**src/fre_params.svh**
```systemverilog
// Purpose: constants for the file register execute unit
// Assumes: included by the package and by every module except fre_alu
// Notes:   offsets are APB byte addresses; file addresses are 5 bits
`ifndef FRE_PARAMS_SVH
`define FRE_PARAMS_SVH

// APB register offsets
`define FRE_OFF_INSTR      8'h00
`define FRE_OFF_WORK       8'h04
`define FRE_OFF_STATUS     8'h08
`define FRE_OFF_DIR        8'h0c
`define FRE_OFF_CYCLES     8'h10
`define FRE_OFF_RESULT     8'h14
`define FRE_FILE_BASE      8'h80

// Status register bit positions
`define FRE_ST_CARRY       0
`define FRE_ST_DCARRY      1
`define FRE_ST_ZERO        2
`define FRE_ST_SKIP        3
`define FRE_ST_BUSY        4
`define FRE_ST_UNSUP       5

// Special file addresses
`define FRE_PORT_ADDR      5'h06
`define FRE_TIMER_ADDR     5'h01
`define FRE_DIR_PORT_SEL   3'h6

// Reset values
`define FRE_RST_WORK       8'h00
`define FRE_RST_DIR        8'hff
`define FRE_RST_FILE       8'h00
`define FRE_RST_INSTR      12'h000

`endif

```
**src/fre_pkg.sv**
```systemverilog
// Purpose: types and opcode decode for the file register execute unit
// Assumes: 12-bit instruction words
// Notes:   opcodes outside this unit decode to an unsupported class
`include "fre_params.svh"

package fre_pkg;

    // Instruction classes handled here
    typedef enum logic [3:0] {
        OP_NOP   = 4'h0,
        OP_ADD   = 4'h1,
        OP_AND_WORK_FILE = 4'h2,
        OP_MOVE_FILE  = 4'h3,
        OP_BCF   = 4'h4,
        OP_BSF   = 4'h5,
        OP_BTSC  = 4'h6,
        OP_BTSS  = 4'h7,
        OP_AND_LITERAL_WORK = 4'h8,
        OP_DIR   = 4'h9,
        OP_UNSUP = 4'ha
    } fre_op_t;

    // Sequencer states, Gray along idle to execute
    typedef enum logic [0:0] {
        ST_IDLE = 1'b0,
        ST_EXEC = 1'b1
    } fre_state_t;

    // Opcode field decode
    function automatic fre_op_t fre_decode(input logic [11:0] ins);
        fre_op_t op;
        op = OP_UNSUP;
        if (ins == 12'h000)                op = OP_NOP;
        else if (ins[11:6] == 6'h07)       op = OP_ADD;
        else if (ins[11:6] == 6'h05)       op = OP_AND_WORK_FILE;
        else if (ins[11:6] == 6'h08)       op = OP_MOVE_FILE;
        else if (ins[11:8] == 4'h4)        op = OP_BCF;
        else if (ins[11:8] == 4'h5)        op = OP_BSF;
        else if (ins[11:8] == 4'h6)        op = OP_BTSC;
        else if (ins[11:8] == 4'h7)        op = OP_BTSS;
        else if (ins[11:8] == 4'he)        op = OP_AND_LITERAL_WORK;
        else if (ins[11:3] == 9'h000)      op = OP_DIR;
        return op;
    endfunction : fre_decode

endpackage : fre_pkg
```
**src/fre_alu.sv**
```systemverilog
// Purpose: combinational result, flag and skip logic
// Assumes: operands already read from the file and work registers
// Notes:   outputs are valid in the execute cycle only
`timescale 1ns/10ps

module fre_alu
    import fre_pkg::*;
(
    // Operation and operands
    input  wire fre_pkg::fre_op_t op,
    input  wire logic [7:0]       work,
    input  wire logic [7:0]       fval,
    input  wire logic [7:0]       lit,
    input  wire logic [2:0]       bsel,
    input  wire logic             dbit,
    // Results
    output logic      [7:0]       res,
    output logic                  carry,
    output logic                  dcarry,
    output logic                  zero,
    output logic                  upd_carry,
    output logic                  upd_zero,
    output logic                  to_work,
    output logic                  to_file,
    output logic                  skip
);
    wire [8:0] sum9  = {1'b0, work} + {1'b0, fval};
    wire [4:0] low5  = {1'b0, work[3:0]} + {1'b0, fval[3:0]};
    wire [7:0] bmask = 8'(8'h01 << bsel);
    wire       bval  = |(fval & bmask);
    wire       dsel  = (op == OP_ADD) || (op == OP_AND_WORK_FILE) || (op == OP_MOVE_FILE);

    // Result select per class
    always_comb begin
        res = 8'h00;
        case (op)
            OP_ADD:   res = sum9[7:0];
            OP_AND_WORK_FILE: res = work & fval;
            OP_MOVE_FILE:  res = fval;
            OP_BCF:   res = fval & ~bmask;
            OP_BSF:   res = fval | bmask;
            OP_AND_LITERAL_WORK: res = work & lit;
            default:  res = 8'h00;
        endcase
    end

    // Carries out of bit 7 and bit 3, zero on all-zero result
    assign carry     = sum9[8];
    assign dcarry    = low5[4];
    assign zero      = (res == 8'h00);
    assign upd_carry = (op == OP_ADD);
    assign upd_zero  = dsel || (op == OP_AND_LITERAL_WORK);
    // Destination bit: 0 to work, 1 back to file
    assign to_work   = (dsel && !dbit) || (op == OP_AND_LITERAL_WORK);
    assign to_file   = (dsel && dbit) || (op == OP_BCF) || (op == OP_BSF);
    // Bit tests touch no flag
    assign skip      = ((op == OP_BTSC) && !bval) || ((op == OP_BTSS) && bval);

endmodule : fre_alu

```
**src/fre_core.sv**
```systemverilog
// Purpose: execute unit for file register, bit and literal instructions
// Assumes: APB master issues instructions by writing the instruction register
// Notes:   one execute cycle per instruction; a skip discards the next one
//
// Summary of operation
// - A read-modify-write of the I/O port uses pin levels, not the latch.
// - The direction load with operand 6 copies work into the port direction latches.
// - An instruction write to the timer register clears the prescaler when it is assigned there.
// - Add sums work and file, writes the destination and updates C, DC and Z.
// - Destination bit 0 selects the work register, 1 the addressed file register.
// - AND with file stores work AND file at the destination and updates only Z.
// - Bit clear forces the chosen bit of the file register to 0, flags untouched.
// - Bit set forces the chosen bit to 1, other bits keep the value read (pins on the port), flags untouched.
// - AND literal puts work AND an 8-bit literal into work and updates Z.
// - Test-skip-clear skips the next instruction when the tested bit is 0.
// - Test-skip-set skips when the bit is 1; neither test alters a flag.
// - A skip discards the next instruction written and runs a no-op instead.
//
// Design decisions made here: register access over APB and the register offsets.
`timescale 1ns/10ps
`include "fre_params.svh"

module fre_core
    import fre_pkg::*;
(
    // Clock and reset
    input  wire logic        pclk,
    input  wire logic        presetn,
    // APB slave
    input  wire logic        psel,
    input  wire logic        penable,
    input  wire logic        pwrite,
    input  wire logic [11:0] paddr,
    input  wire logic [31:0] pwdata,
    output logic      [31:0] prdata,
    output logic             pready,
    output logic             pslverr,
    // I/O port pins
    input  wire logic [7:0]  port_pin_in,
    output logic      [7:0]  port_out,
    output logic      [7:0]  port_oe,
    output logic      [7:0]  port_dir,
    // Timer prescaler side
    input  wire logic        psa_to_timer,
    output logic             prescaler_clear,
    // Sequencing side
    output logic             skip_taken
);

    // State and registers
    fre_state_t  state_q;
    fre_state_t  state_d;
    logic [11:0] instr_q;
    logic [7:0]  work_q;
    logic [7:0]  dir_q;
    logic [7:0]  result_q;
    logic [15:0] cycles_q;
    logic        carry_q;
    logic        dcarry_q;
    logic        zero_q;
    logic        skip_pend_q;
    logic        unsup_q;
    logic        cap_q;
    logic [31:0] prdata_q;
    logic        pclr_q;
    logic        skip_q;

    // Datapath wires
    wire [7:0] file_rd;
    wire [7:0] apb_file_rd;
    wire [7:0] alu_res;
    wire       alu_c;
    wire       alu_dc;
    wire       alu_z;
    wire       alu_upd_c;
    wire       alu_upd_z;
    wire       alu_to_w;
    wire       alu_to_f;
    wire       alu_skip;
    wire [7:0] port_latch;

    // ------------------------------------------------------------------
    // APB decode
    // ------------------------------------------------------------------

    // Register select, word aligned offsets
    wire [7:0] off      = paddr[7:0];
    wire       hi_zero  = (paddr[11:8] == 4'h0);
    wire       sel_ins  = hi_zero && (off == `FRE_OFF_INSTR);
    wire       sel_work = hi_zero && (off == `FRE_OFF_WORK);
    wire       sel_stat = hi_zero && (off == `FRE_OFF_STATUS);
    wire       sel_dir  = hi_zero && (off == `FRE_OFF_DIR);
    wire       sel_cyc  = hi_zero && (off == `FRE_OFF_CYCLES);
    wire       sel_res  = hi_zero && (off == `FRE_OFF_RESULT);
    wire       sel_file = hi_zero && (off[7] == 1'b1) && (off[1:0] == 2'b00);
    wire       sel_hit  = sel_ins || sel_work || sel_stat || sel_dir ||
                          sel_cyc || sel_res || sel_file;
    wire [4:0] apb_faddr = off[6:2];

    // Busy while an instruction executes
    wire       busy    = (state_q == ST_EXEC);

    // Wait states come only from a running execute cycle; a request that
    // meets it is held until the cycle after busy drops, one wait at most
    // Transfer completes at the edge where pready is seen high
    assign pready  = penable && cap_q;
    wire   xfer    = psel && penable && pready;
    wire   wr_xfer = xfer && pwrite;
    assign pslverr = pready && !sel_hit;
    assign prdata  = prdata_q;

    // Status word as read back
    wire [31:0] status_word = {26'h0, unsup_q, busy, skip_pend_q,
                               zero_q, dcarry_q, carry_q};

    // Read data select, unmapped reads as zero
    logic [31:0] rd_mux;
    always_comb begin
        rd_mux = 32'h0000_0000;
        if (sel_ins)       rd_mux = {20'h0, instr_q};
        else if (sel_work) rd_mux = {24'h0, work_q};
        else if (sel_stat) rd_mux = status_word;
        else if (sel_dir)  rd_mux = {24'h0, dir_q};
        else if (sel_cyc)  rd_mux = {16'h0, cycles_q};
        else if (sel_res)  rd_mux = {24'h0, result_q};
        else if (sel_file) rd_mux = {24'h0, apb_file_rd};
    end

    // Capture read data every cycle; ready only follows an idle cycle so results are never stale
    always_ff @(posedge pclk or negedge presetn) begin
        if (!presetn) begin
            cap_q    <= 1'b0;
            prdata_q <= 32'h0000_0000;
        end else begin
            cap_q    <= psel && !busy && !xfer;
            prdata_q <= rd_mux;
        end
    end

    // ------------------------------------------------------------------
    // Execute datapath
    // ------------------------------------------------------------------

    // A pending skip turns the next instruction into a no-op
    wire fre_op_t op_raw = fre_decode(instr_q);
    wire fre_op_t op     = skip_pend_q ? OP_NOP : op_raw;
    wire [4:0]    faddr  = instr_q[4:0];
    wire          exec   = busy;

    fre_alu u_alu (
        .op        (op),
        .work      (work_q),
        .fval      (file_rd),
        .lit       (instr_q[7:0]),
        .bsel      (instr_q[7:5]),
        .dbit      (instr_q[5]),
        .res       (alu_res),
        .carry     (alu_c),
        .dcarry    (alu_dc),
        .zero      (alu_z),
        .upd_carry (alu_upd_c),
        .upd_zero  (alu_upd_z),
        .to_work   (alu_to_w),
        .to_file   (alu_to_f),
        .skip      (alu_skip)
    );

    // File write from execute or from software when idle
    // Software is held off while busy, so the two writers never collide
    wire       ex_fwr   = exec && alu_to_f;
    wire       apb_fwr  = wr_xfer && sel_file;
    wire       f_wr_en  = ex_fwr || apb_fwr;
    wire [4:0] f_wr_adr = ex_fwr ? faddr : apb_faddr;
    wire [7:0] f_wr_dat = ex_fwr ? alu_res : pwdata[7:0];

    fre_file u_file (
        .pclk       (pclk),
        .presetn    (presetn),
        .rd_a_addr  (faddr),
        .rd_a_data  (file_rd),
        .rd_b_addr  (apb_faddr),
        .rd_b_data  (apb_file_rd),
        .wr_en      (f_wr_en),
        .wr_addr    (f_wr_adr),
        .wr_data    (f_wr_dat),
        .pin_in     (port_pin_in),
        .port_latch (port_latch)
    );

    // Prescaler clear on an instruction write into the timer while the prescaler is assigned to it
    wire tmr_hit  = ex_fwr && (faddr == `FRE_TIMER_ADDR) && psa_to_timer;

    // Direction load only for the port operand
    wire dir_load = exec && (op == OP_DIR) &&
                    (instr_q[2:0] == `FRE_DIR_PORT_SEL);

    // ------------------------------------------------------------------
    // Sequencer
    // ------------------------------------------------------------------

    // Idle until an instruction is written, then one execute cycle
    always_comb begin
        state_d = state_q;
        case (state_q)
            ST_IDLE: begin
                if (wr_xfer && sel_ins) state_d = ST_EXEC;
            end
            ST_EXEC: state_d = ST_IDLE;
            default: state_d = ST_IDLE;
        endcase
    end

    always_ff @(posedge pclk or negedge presetn) begin
        if (!presetn) begin
            state_q <= ST_IDLE;
        end else begin
            state_q <= state_d;
        end
    end

    // Instruction register, loaded only when idle
    always_ff @(posedge pclk or negedge presetn) begin
        if (!presetn) begin
            instr_q <= `FRE_RST_INSTR;
        end else if (wr_xfer && sel_ins) begin
            instr_q <= pwdata[11:0];
        end
    end

    // Work register: execute result, or software write when idle
    always_ff @(posedge pclk or negedge presetn) begin
        if (!presetn) begin
            work_q <= `FRE_RST_WORK;
        end else if (exec && alu_to_w) begin
            work_q <= alu_res;
        end else if (wr_xfer && sel_work) begin
            work_q <= pwdata[7:0];
        end
    end

    // Flags: only the classes that own them update them
    always_ff @(posedge pclk or negedge presetn) begin
        if (!presetn) begin
            carry_q  <= 1'b0;
            dcarry_q <= 1'b0;
            zero_q   <= 1'b0;
        end else if (exec) begin
            if (alu_upd_c) begin
                carry_q  <= alu_c;
                dcarry_q <= alu_dc;
            end
            if (alu_upd_z) zero_q <= alu_z;
        end else if (wr_xfer && sel_stat) begin
            carry_q  <= pwdata[`FRE_ST_CARRY];
            dcarry_q <= pwdata[`FRE_ST_DCARRY];
            zero_q   <= pwdata[`FRE_ST_ZERO];
        end
    end

    // Skip pending: set by a taken test, cleared by the discarded no-op
    // The discarded word cannot skip again, so discards never chain
    always_ff @(posedge pclk or negedge presetn) begin
        if (!presetn) begin
            skip_pend_q <= 1'b0;
        end else if (exec) begin
            skip_pend_q <= !skip_pend_q && alu_skip;
        end
    end

    // Sticky unsupported flag; a status write of one clears it, event wins
    always_ff @(posedge pclk or negedge presetn) begin
        if (!presetn) begin
            unsup_q <= 1'b0;
        end else if (exec && (op == OP_UNSUP)) begin
            unsup_q <= 1'b1;
        end else if (wr_xfer && sel_stat && pwdata[`FRE_ST_UNSUP]) begin
            unsup_q <= 1'b0;
        end
    end

    // Direction latches, reset to all inputs for safety
    always_ff @(posedge pclk or negedge presetn) begin
        if (!presetn) begin
            dir_q <= `FRE_RST_DIR;
        end else if (dir_load) begin
            dir_q <= work_q;
        end
    end

    // Last result and instruction cycle count, discarded no-op included
    always_ff @(posedge pclk or negedge presetn) begin
        if (!presetn) begin
            result_q <= 8'h00;
            cycles_q <= 16'h0000;
        end else if (exec) begin
            result_q <= alu_res;
            cycles_q <= 16'(cycles_q + 16'h0001);
        end
    end

    // One-cycle side pulses, registered
    always_ff @(posedge pclk or negedge presetn) begin
        if (!presetn) begin
            pclr_q <= 1'b0;
            skip_q <= 1'b0;
        end else begin
            pclr_q <= tmr_hit;
            skip_q <= exec && !skip_pend_q && alu_skip;
        end
    end

    // Pin side; a one in a direction bit floats the pin
    assign port_out        = port_latch;
    assign port_dir        = dir_q;
    assign port_oe         = ~dir_q;
    assign prescaler_clear = pclr_q;
    assign skip_taken      = skip_q;

endmodule : fre_core

```
**src/fre_file.sv**
```systemverilog
// Purpose: 32 x 8 file register store with the I/O port mapped in
// Assumes: pin levels synchronous to pclk
// Notes:   port reads return pins, not the output latch
`timescale 1ns/10ps
`include "fre_params.svh"

module fre_file
    import fre_pkg::*;
(
    // Clock and reset
    input  wire logic       pclk,
    input  wire logic       presetn,
    // Read ports
    input  wire logic [4:0] rd_a_addr,
    output logic      [7:0] rd_a_data,
    input  wire logic [4:0] rd_b_addr,
    output logic      [7:0] rd_b_data,
    // Write port
    input  wire logic       wr_en,
    input  wire logic [4:0] wr_addr,
    input  wire logic [7:0] wr_data,
    // Port pins
    input  wire logic [7:0] pin_in,
    output logic      [7:0] port_latch
);
    logic [7:0] mem_q [0:31];

    // Storage, all locations cleared at reset
    always_ff @(posedge pclk or negedge presetn) begin
        if (!presetn) begin
            for (int i = 0; i < 32; i++) mem_q[i] <= `FRE_RST_FILE;
        end else if (wr_en) begin
            mem_q[wr_addr] <= wr_data;
        end
    end

    // Port location reads the pin levels
    assign rd_a_data  = (rd_a_addr == `FRE_PORT_ADDR) ? pin_in : mem_q[rd_a_addr];
    assign rd_b_data  = (rd_b_addr == `FRE_PORT_ADDR) ? pin_in : mem_q[rd_b_addr];
    assign port_latch = mem_q[`FRE_PORT_ADDR];

endmodule : fre_file

```
**config.mk**
```make
export PLATFORM = sky130hd
export DESIGN_NAME = fre_core
export DESIGN_NICKNAME = d
export VERILOG_FILES = /design/src/fre_pkg.sv /design/src/fre_alu.sv /design/src/fre_core.sv /design/src/fre_file.sv
export VERILOG_INCLUDE_DIRS = /design/src
export SDC_FILE = /design/constraint.sdc
export NUM_CORES = 1
export LEC_CHECK = 0
export BUFFER_PORTS_ARGS = -buffer_cell sky130_fd_sc_hd__buf_4
export CORE_ASPECT_RATIO = 1.25
export CORE_MARGIN = 4
export CORE_UTILIZATION = 50
export DETAILED_ROUTE_END_ITERATION = 10
export PLACE_DENSITY = 0.73
export RECOVER_POWER = 100
export SLEW_MARGIN = 30
export SYNTH_ARGS = -nofsm -noshare
export SYNTH_HDL_FRONTEND = slang
export SYNTH_HIERARCHICAL = 1
export SYNTH_SLANG_ARGS = --single-unit
```
**constraint.sdc**
```tcl
create_clock -name pclk -period 4.7 [get_ports pclk]
set_clock_uncertainty 0.15 [all_clocks]
set_input_delay 0.705 -clock pclk [delete_from_list [all_inputs] [get_ports pclk]]
set_output_delay 0.705 -clock pclk [all_outputs]
set_load 0.02 [all_outputs]
```
==> results of run 1 <==
cells in the mapped netlist, types with 8 or more instances:
library cell,count,share of area (%)
nand4_1,10,0.32
nor3b_1,16,0.61
clkbuf_1,52,1.0
mux4_2,40,4.6
a211oi_1,15,0.57
dfrtp_1,325,41
buf_2,32,0.82
nand2_1,74,1.4
a31oi_1,10,0.32
inv_1,22,0.42
o21ai_0,52,1.3
o211ai_1,11,0.42
mux2_2,338,19
nor2_1,59,1.1
nor2_2,12,0.38
o22ai_1,29,0.92
nand2_2,8,0.26
mux2i_1,158,8.1
ha_1,9,0.57
a22oi_1,14,0.54
buf_6,9,0.52
buf_4,36,1.4
dfstp_2,8,1.1
nor2b_1,20,0.64
nand3_1,25,0.64
mux4_1,11,1.5
a22o_1,25,1.1
a221oi_1,18,0.80
a21oi_1,41,1.0
xnor2_1,15,0.67
and3b_1,8,0.36
flip-flops by register name, summed over array words and instances (netlist names):
name / count
cap_q: 1
skip_pend_q: 1
prdata: 16
cycles_q: 16
u_file/port_latch: 8
port_dir: 8
prescaler_clear: 1
u_file/mem_q: 248
result_q: 8
busy: 1
carry_q: 1
dcarry_q: 1
work_q: 8
skip_taken: 1
zero_q: 1
unsup_q: 1
instr_q: 12
final timing paths:
check	end	slack, ns	depth (start not counted)	start
max in group asynchronous	u_file/mem_q[101]	0.81	2	presetn
min reg2reg	cycles_q[15]	0.32	1	cycles_q[15]
max	u_file/mem_q[220]	0.06	16	instr_q[0]
max reg2reg	u_file/mem_q[220]	0.06	16	instr_q[0]
min	instr_q[8]	0.26	2	pwdata[8]
min in group asynchronous	u_file/mem_q[31]	0.84	1	presetn
cells in the final DEF, fill, tap and decap left out, drive strengths merged, types with 7 or more instances in the layout:
cell	instances
mux2	338
clkinv	9
nand3	26
a221oi	18
nand2b	7
and2	7
a22oi	14
and3b	10
nor2b	20
nor3b	16
nor4	11
nand4	12
o31ai	7
a2111oi	7
o22ai	29
buf	176
a31oi	10
o211ai	11
mux2i	158
nor2	72
dfstp	8
mux4	51
a211oi	15
nor3	8
xnor2	15
o21ai	53
a22o	25
inv	25
a21oi	41
dfrtp	325
ha	9
xor2	7
nand2	82
clkbuf	90
conb	16
area by class of cell:
class / count / area [sq um]
fill: 3114 / 15980
multi-input combinational: 1154 / 10500
sequential: 333 / 8354
timing repair buffer: 219 / 1622
clock buffer: 47 / 1023
tap: 492 / 615.6
clock inverter: 16 / 247.7
inverter: 25 / 93.84
layer usage:
metal	global-route usage [%]	share of wire (%)	routed length [um]	vias to the layer above
li1	-	-	-	6378
met1	34.02	39	22870	7488
met2	44.71	49	28590	661
met3	4.745	6.2	3609	156
met4	12.87	5.0	2913	2
met5	0	0.0086	5	-
repair_timing:
item / in CTS / in global routing
gates resized for setup: 5 / 16
buffers inserted: 0 / 2
pin swaps: 1 / 2
setup endpoints to repair: 70 / 236
gates cloned: 0 / 0
metrics by stage:
stage | cell area, sq um | hold slack, ns | utilization (%)
final | 22450 | 0.2564 | 58.42
after global routing | 22450 | 0.2528 | 58.42
after CTS | 22600 | 0.1048 | 58.80
after floorplan | 19670 | 0.2594 | -
after global placement | 21310 | 0.3080 | 55.45
after detailed placement | 21310 | 0.3077 | 55.45
cells by family after synthesis:
kind of cell	after synthesis
AOI/OAI and AO/OA	264
xor gates and xnor gates	22
adders and majority gates	10
buffers and inverters	159
DFF	333
muxes	547
other	1
and+or+nand+nor	295
power breakdown:
group / total (uW) / internal [uW] / switching [uW]
Sequential: 2870 / 2870 / 1.62
Clock: 3050 / 1870 / 1180
Combinational: 365 / 106 / 260
Total: 6290 / 4840 / 1440
==> flow_metrics.env, run 1 <==
export IMPL_cts_tree="built"
export IMPL_syn_to_final_growth_pct=14.47
export IMPL_timing_final_ws_setup_ns=0.05630
export IMPL_outcome="complete, but fails checks"
export IMPL_yosys_warnings=6
export IMPL_diodes=0
export IMPL_synth_seq_area_share_pct=42.53
export IMPL_crit_family="multiplexers"
export IMPL_drv_cap=1
export IMPL_hpwlAfterDp_mm=39.83
export IMPL_grt_pass1_wl_mm=89.20
export IMPL_grt_max_degree=108
export IMPL_dr_pass1_iters=5
export IMPL_io_buffers=81
export IMPL_maxSlewHeadroom_pct=-73.59
export IMPL_crit_path_max_fanout=32
export IMPL_clockBufferDepth=3
export IMPL_synthSimpleGateAreaFrac_pct=8.579
export IMPL_setup_violations=0
export IMPL_synth_main_ff_cell="dfrtp_1"
export IMPL_numClockSinks=333
export IMPL_synth_edff_count=0
export IMPL_final_nets=1836
export IMPL_final_cell_count_no_fill=2286
export IMPL_postSynthAreaPerCell_sq_um=12.03
export IMPL_routedWlPerCell_um=25.37
export IMPL_finalPower_uw=6286
export IMPL_holdBufCountCts=0
export IMPL_finalHoldViolations=0
export IMPL_synth_top_family_by_area="multiplexers"
export IMPL_grt_overflow=0
export IMPL_post_drt_via_cell_ratio=6.424
export IMPL_antenna_found_initial=1
export IMPL_core_area_sq_mm=0.03844
export IMPL_setup_tns_ns=0
export IMPL_start_util_pct=51.04
export IMPL_critical_path_required_ns=4.97
export IMPL_synthAdderAreaFrac_pct=0.6761
export IMPL_wl_mm=57.99
export IMPL_irDropWorstVdd_uv=267.0
export IMPL_grt_pass1_vias=15117
export IMPL_die_y_um=229.5
export IMPL_cpPeakStageDelay_ns=0.54
export IMPL_drc_errors=0
export IMPL_syn_inst=1631
export IMPL_fp_row_count=80
export IMPL_ys_types=83
export IMPL_path_buf_inv=4
export IMPL_htree_levels=2
export IMPL_place_gp_congestion=0.9526
export IMPL_cts_root_buf="clkbuf_16"
export IMPL_power_density_mw_per_mm2=279.9
export IMPL_io_pins=118
export IMPL_period_share_pct=98.80
export IMPL_worstPathCellList="buf_12 -> buf_12 -> mux4_1 -> mux2_2 -> o211ai_1 -> o31ai_2 -> ha_1 -> fa_2 -> buf_4 -> a21o_1 -> a21oi_2 -> xor2_1 -> o21ai_0 -> mux2_2 -> buf_12 -> mux2_2"
export IMPL_period_needed_ns=4.644
export IMPL_violations="capacitance limit, slew limit"
export IMPL_worstSetupEndpointType="register"
export IMPL_vias=14685
export IMPL_drv_slew=100
export IMPL_dr_first_iter_drc_count=1297
export IMPL_crit_path_start_kind="register"
export IMPL_crit_arrival_ns=4.91
export IMPL_synth_xor_area_share_pct=0.9823
export IMPL_synth_mux_area_share_pct=33.53
export IMPL_cts_made_buffers=35
export IMPL_placed_cells=2221
export IMPL_cp_slowest_cell="dfrtp_4"
export IMPL_ant_nets=0
export IMPL_dieArea_sq_mm=0.04249
export IMPL_tightest_slew_ns=2.604
export IMPL_clk_latency_ns=0.54
export IMPL_layout_drive_gt1_share_pct=37.90
export IMPL_async_reset_ff_share_pct=100.0
export IMPL_hp_class="in -> reg"
export IMPL_p_leak_uw=0.01036
export IMPL_place_ws_ns=-0.1151
export IMPL_netlist_area_sq_mm=0.01962
export IMPL_path_clk_slew_ns=0.06
export IMPL_synth_compound_area_share_pct=9.312
export IMPL_grt_usage_pct=26.93
export IMPL_fmax_mhz=215.3
export IMPL_die_width_um=185.2
export IMPL_synth_seq_cells=333
export IMPL_criticalPathCategory="reg -> reg"
(Power assumes the default switching activity.)
==> run 2, diff against run 1 <==
--- a/config.mk
+++ b/config.mk
@@ -6,9 +6,9 @@
 export SDC_FILE = /design/constraint.sdc
 export NUM_CORES = 1
 export LEC_CHECK = 0
+export ABC_AREA = 1
 export BUFFER_PORTS_ARGS = -buffer_cell sky130_fd_sc_hd__buf_4
 export CORE_ASPECT_RATIO = 1.25
-export CORE_MARGIN = 4
 export CORE_UTILIZATION = 50
 export DETAILED_ROUTE_END_ITERATION = 10
 export PLACE_DENSITY = 0.73
==> flow_metrics.env, run 2 <==
export IMPL_top_register="u_file/mem_q"
export IMPL_synth_main_ff_cell="dfrtp_1"
export IMPL_place_gp_congestion=0.9859
export IMPL_dr_pass1_iters=8
export IMPL_crit_path_max_fanout=16
export IMPL_die_y_um=226.5
export IMPL_synth_edff_count=0
export IMPL_ant_nets=0
export IMPL_netlist_area_sq_mm=0.02016
export IMPL_crit_top_cell="nand2_1"
export IMPL_die_width_um=181.6
export IMPL_synth_area_leaders="dfrtp_1, nand2_1, o21ai_0"
export IMPL_final_common_cell="nand2_1"
export IMPL_criticalPathCategory="reg -> reg"
export IMPL_hold_start="pwdata[10]"
export IMPL_start_util_pct=51.13
export IMPL_grt_usage_pct=33.28
export IMPL_irDropWorstVdd_uv=194.0
export IMPL_worstPathCellList="nor2_2 -> nand2_1 -> nor2_2 -> nand2_1 -> nand3_1 -> inv_1 -> inv_1 -> nand2_1 -> o21ai_0 -> nand2_1 -> buf_4 -> o21ai_0 -> nand3_1 -> inv_1 -> nand2_1 -> o21ai_0"
export IMPL_numClockSinks=333
export IMPL_placed_cell_area_sq_mm=0.02112
export IMPL_drv_cap=1
export IMPL_worstSetupStartpoint="instr_q[10]"
export IMPL_htree_levels=2
export IMPL_layout_common_cells="nand2_1, o21ai_0, dfrtp_1, nand3_1, nor2_1"
export IMPL_worstSetupEndpointType="register"
export IMPL_syn_to_final_growth_pct=9.492
export IMPL_whs_ns=0.2269
export IMPL_setup_tns_ns=0
export IMPL_reg2reg_from="instr_q[10]"
export IMPL_largest_reg_flops=248
export IMPL_io_buffers=81
export IMPL_setup_violations=0
export IMPL_power_density_mw_per_mm2=276.5
export IMPL_synth_seq_cells=333
export IMPL_diodes=0
export IMPL_antenna_found_initial=1
export IMPL_grt_max_degree=96
export IMPL_drv_slew=80
export IMPL_cts_tree="built"
export IMPL_hpwlAfterDp_mm=44.98
export IMPL_synth_most_common_cell="nand2_1"
export IMPL_cts_root_buf="clkbuf_16"
export IMPL_final_nets=3052
export IMPL_grt_overflow=0
export IMPL_outcome="complete, but fails checks"
export IMPL_finalHoldViolations=0
export IMPL_fp_row_count=81
export IMPL_routedWlPerCell_um=19.41
export IMPL_core_area_sq_mm=0.03942
export IMPL_drc_errors=0
export IMPL_crit_path_start_kind="register"
export IMPL_crit_family="simple AND/OR/NAND/NOR gates"
export IMPL_wl_mm=68.03
export IMPL_cts_setup_buffers=0
export IMPL_maxSlewHeadroom_pct=-139.5
export IMPL_grt_pass1_wl_mm=106.1
export IMPL_critical_path_required_ns=4.99
export IMPL_yosys_warnings=6
export IMPL_synth_seq_area_share_pct=41.39
export IMPL_vias=20451
export IMPL_postCtsResizedCells=0
export IMPL_netlist_top_cells_count="nand2_1, o21ai_0, dfrtp_1"
export IMPL_rsz0062_at_grt="yes"
export IMPL_clk_latency_ns=0.55
export IMPL_hp_class="in -> reg"
export IMPL_dieArea_sq_mm=0.04112
export IMPL_holdBufCountCts=0
export IMPL_period_needed_ns=4.599
export IMPL_layout_drive_gt1_share_pct=7.981
export IMPL_period_share_pct=97.85
export IMPL_synth_top_area_share_pct=40.35
export IMPL_clockBufferDepth=3
export IMPL_async_reset_ff_share_pct=100.0
export IMPL_crit_arrival_ns=4.89
export IMPL_fmax_mhz=217.5
export IMPL_ys_types=47
export IMPL_path_buf_inv=4
export IMPL_postSynthAreaPerCell_sq_um=6.775
export IMPL_io_pins=118
export IMPL_p_leak_uw=0.01049
export IMPL_violations="capacitance limit, slew limit"
export IMPL_post_drt_via_cell_ratio=5.835
export IMPL_yosysTopAreaCell="dfrtp_1"
export IMPL_path_clk_slew_ns=0.06
export IMPL_dr_first_iter_drc_count=2741
export IMPL_final_core_util_pct=55.98
export IMPL_cts_made_buffers=38
export IMPL_tightest_slew_ns=3.593
export IMPL_syn_inst=2975
export IMPL_final_area_sq_mm=0.02207
export IMPL_cp_slowest_cell="o21ai_0"
export IMPL_grt_pass1_vias=19037
export IMPL_cpPeakStageDelay_ns=0.46
==> run 2: changes by cell type after synthesis, sizes merged, moves of 158 or more <==
cell   previous run  this run
mux2            338         1
mux2i           158         0
nand2            82      1169
nand3            26       309
nor2             72       241
o21ai            53       363
==> run 2: routing by layer <==
metal  share of wire, %  GRT usage [%]
met2                 47          54.91
met5              0.016              0
met4                5.8          18.51
met1                 39          41.42
met3                9.0          5.846
==> run 2: cell families after synthesis <==
group	share of synthesized area [%]
simple gates	36.73
compound gates	12.60
buf+inv	7.896
flops	41.39
xor+xnor	0.6518
fa+ha+maj	0.6580
other cells	0.01861
mux	0.05587
==> run 2: final timing paths <==
path                                          end  slack, ns  cells past startpoint
min in group asynchronous              prdata[15]       1.35                      1
worst max-delay path            u_file/mem_q[162]       0.10                     16
max in group asynchronous       u_file/mem_q[227]       0.76                      2
worst min register to register       cycles_q[15]       0.33                      2
worst min-delay path                  instr_q[10]       0.23                      2
worst max register to register  u_file/mem_q[162]       0.10                     16
==> run 2: per-stage QoR <==
step / std cells / total power [uW] / worst slack [ns]
floorplan: 2990 / 3137 / 0.8946
global placement: 3442 / 3330 / 0.3975
detailed placement: 3442 / 3333 / 0.3413
CTS: 3505 / 6134 / 0.3203
global route: 3505 / 6294 / -0.08364
finish: 3505 / 6101 / 0.1012
==> run 2: cell type report <==
type | count | area (sq um)
inverter | 171 | 648.1
sequential | 333 | 8348
tap | 498 | 623.1
timing repair buffer | 151 | 1067
multi-input combinational | 2289 | 10240
fill | 3835 | 17360
clock buffer | 57 | 1114
clock inverter | 6 | 32.53
==> run 2: report_power, final <==
group	switching, uW	internal [uW]	total [uW]	leakage (uW)
Combinational	319	96.4	415	0.00543
Clock	1190	1630	2810	0.000566
Sequential	1.71	2870	2870	0.00450
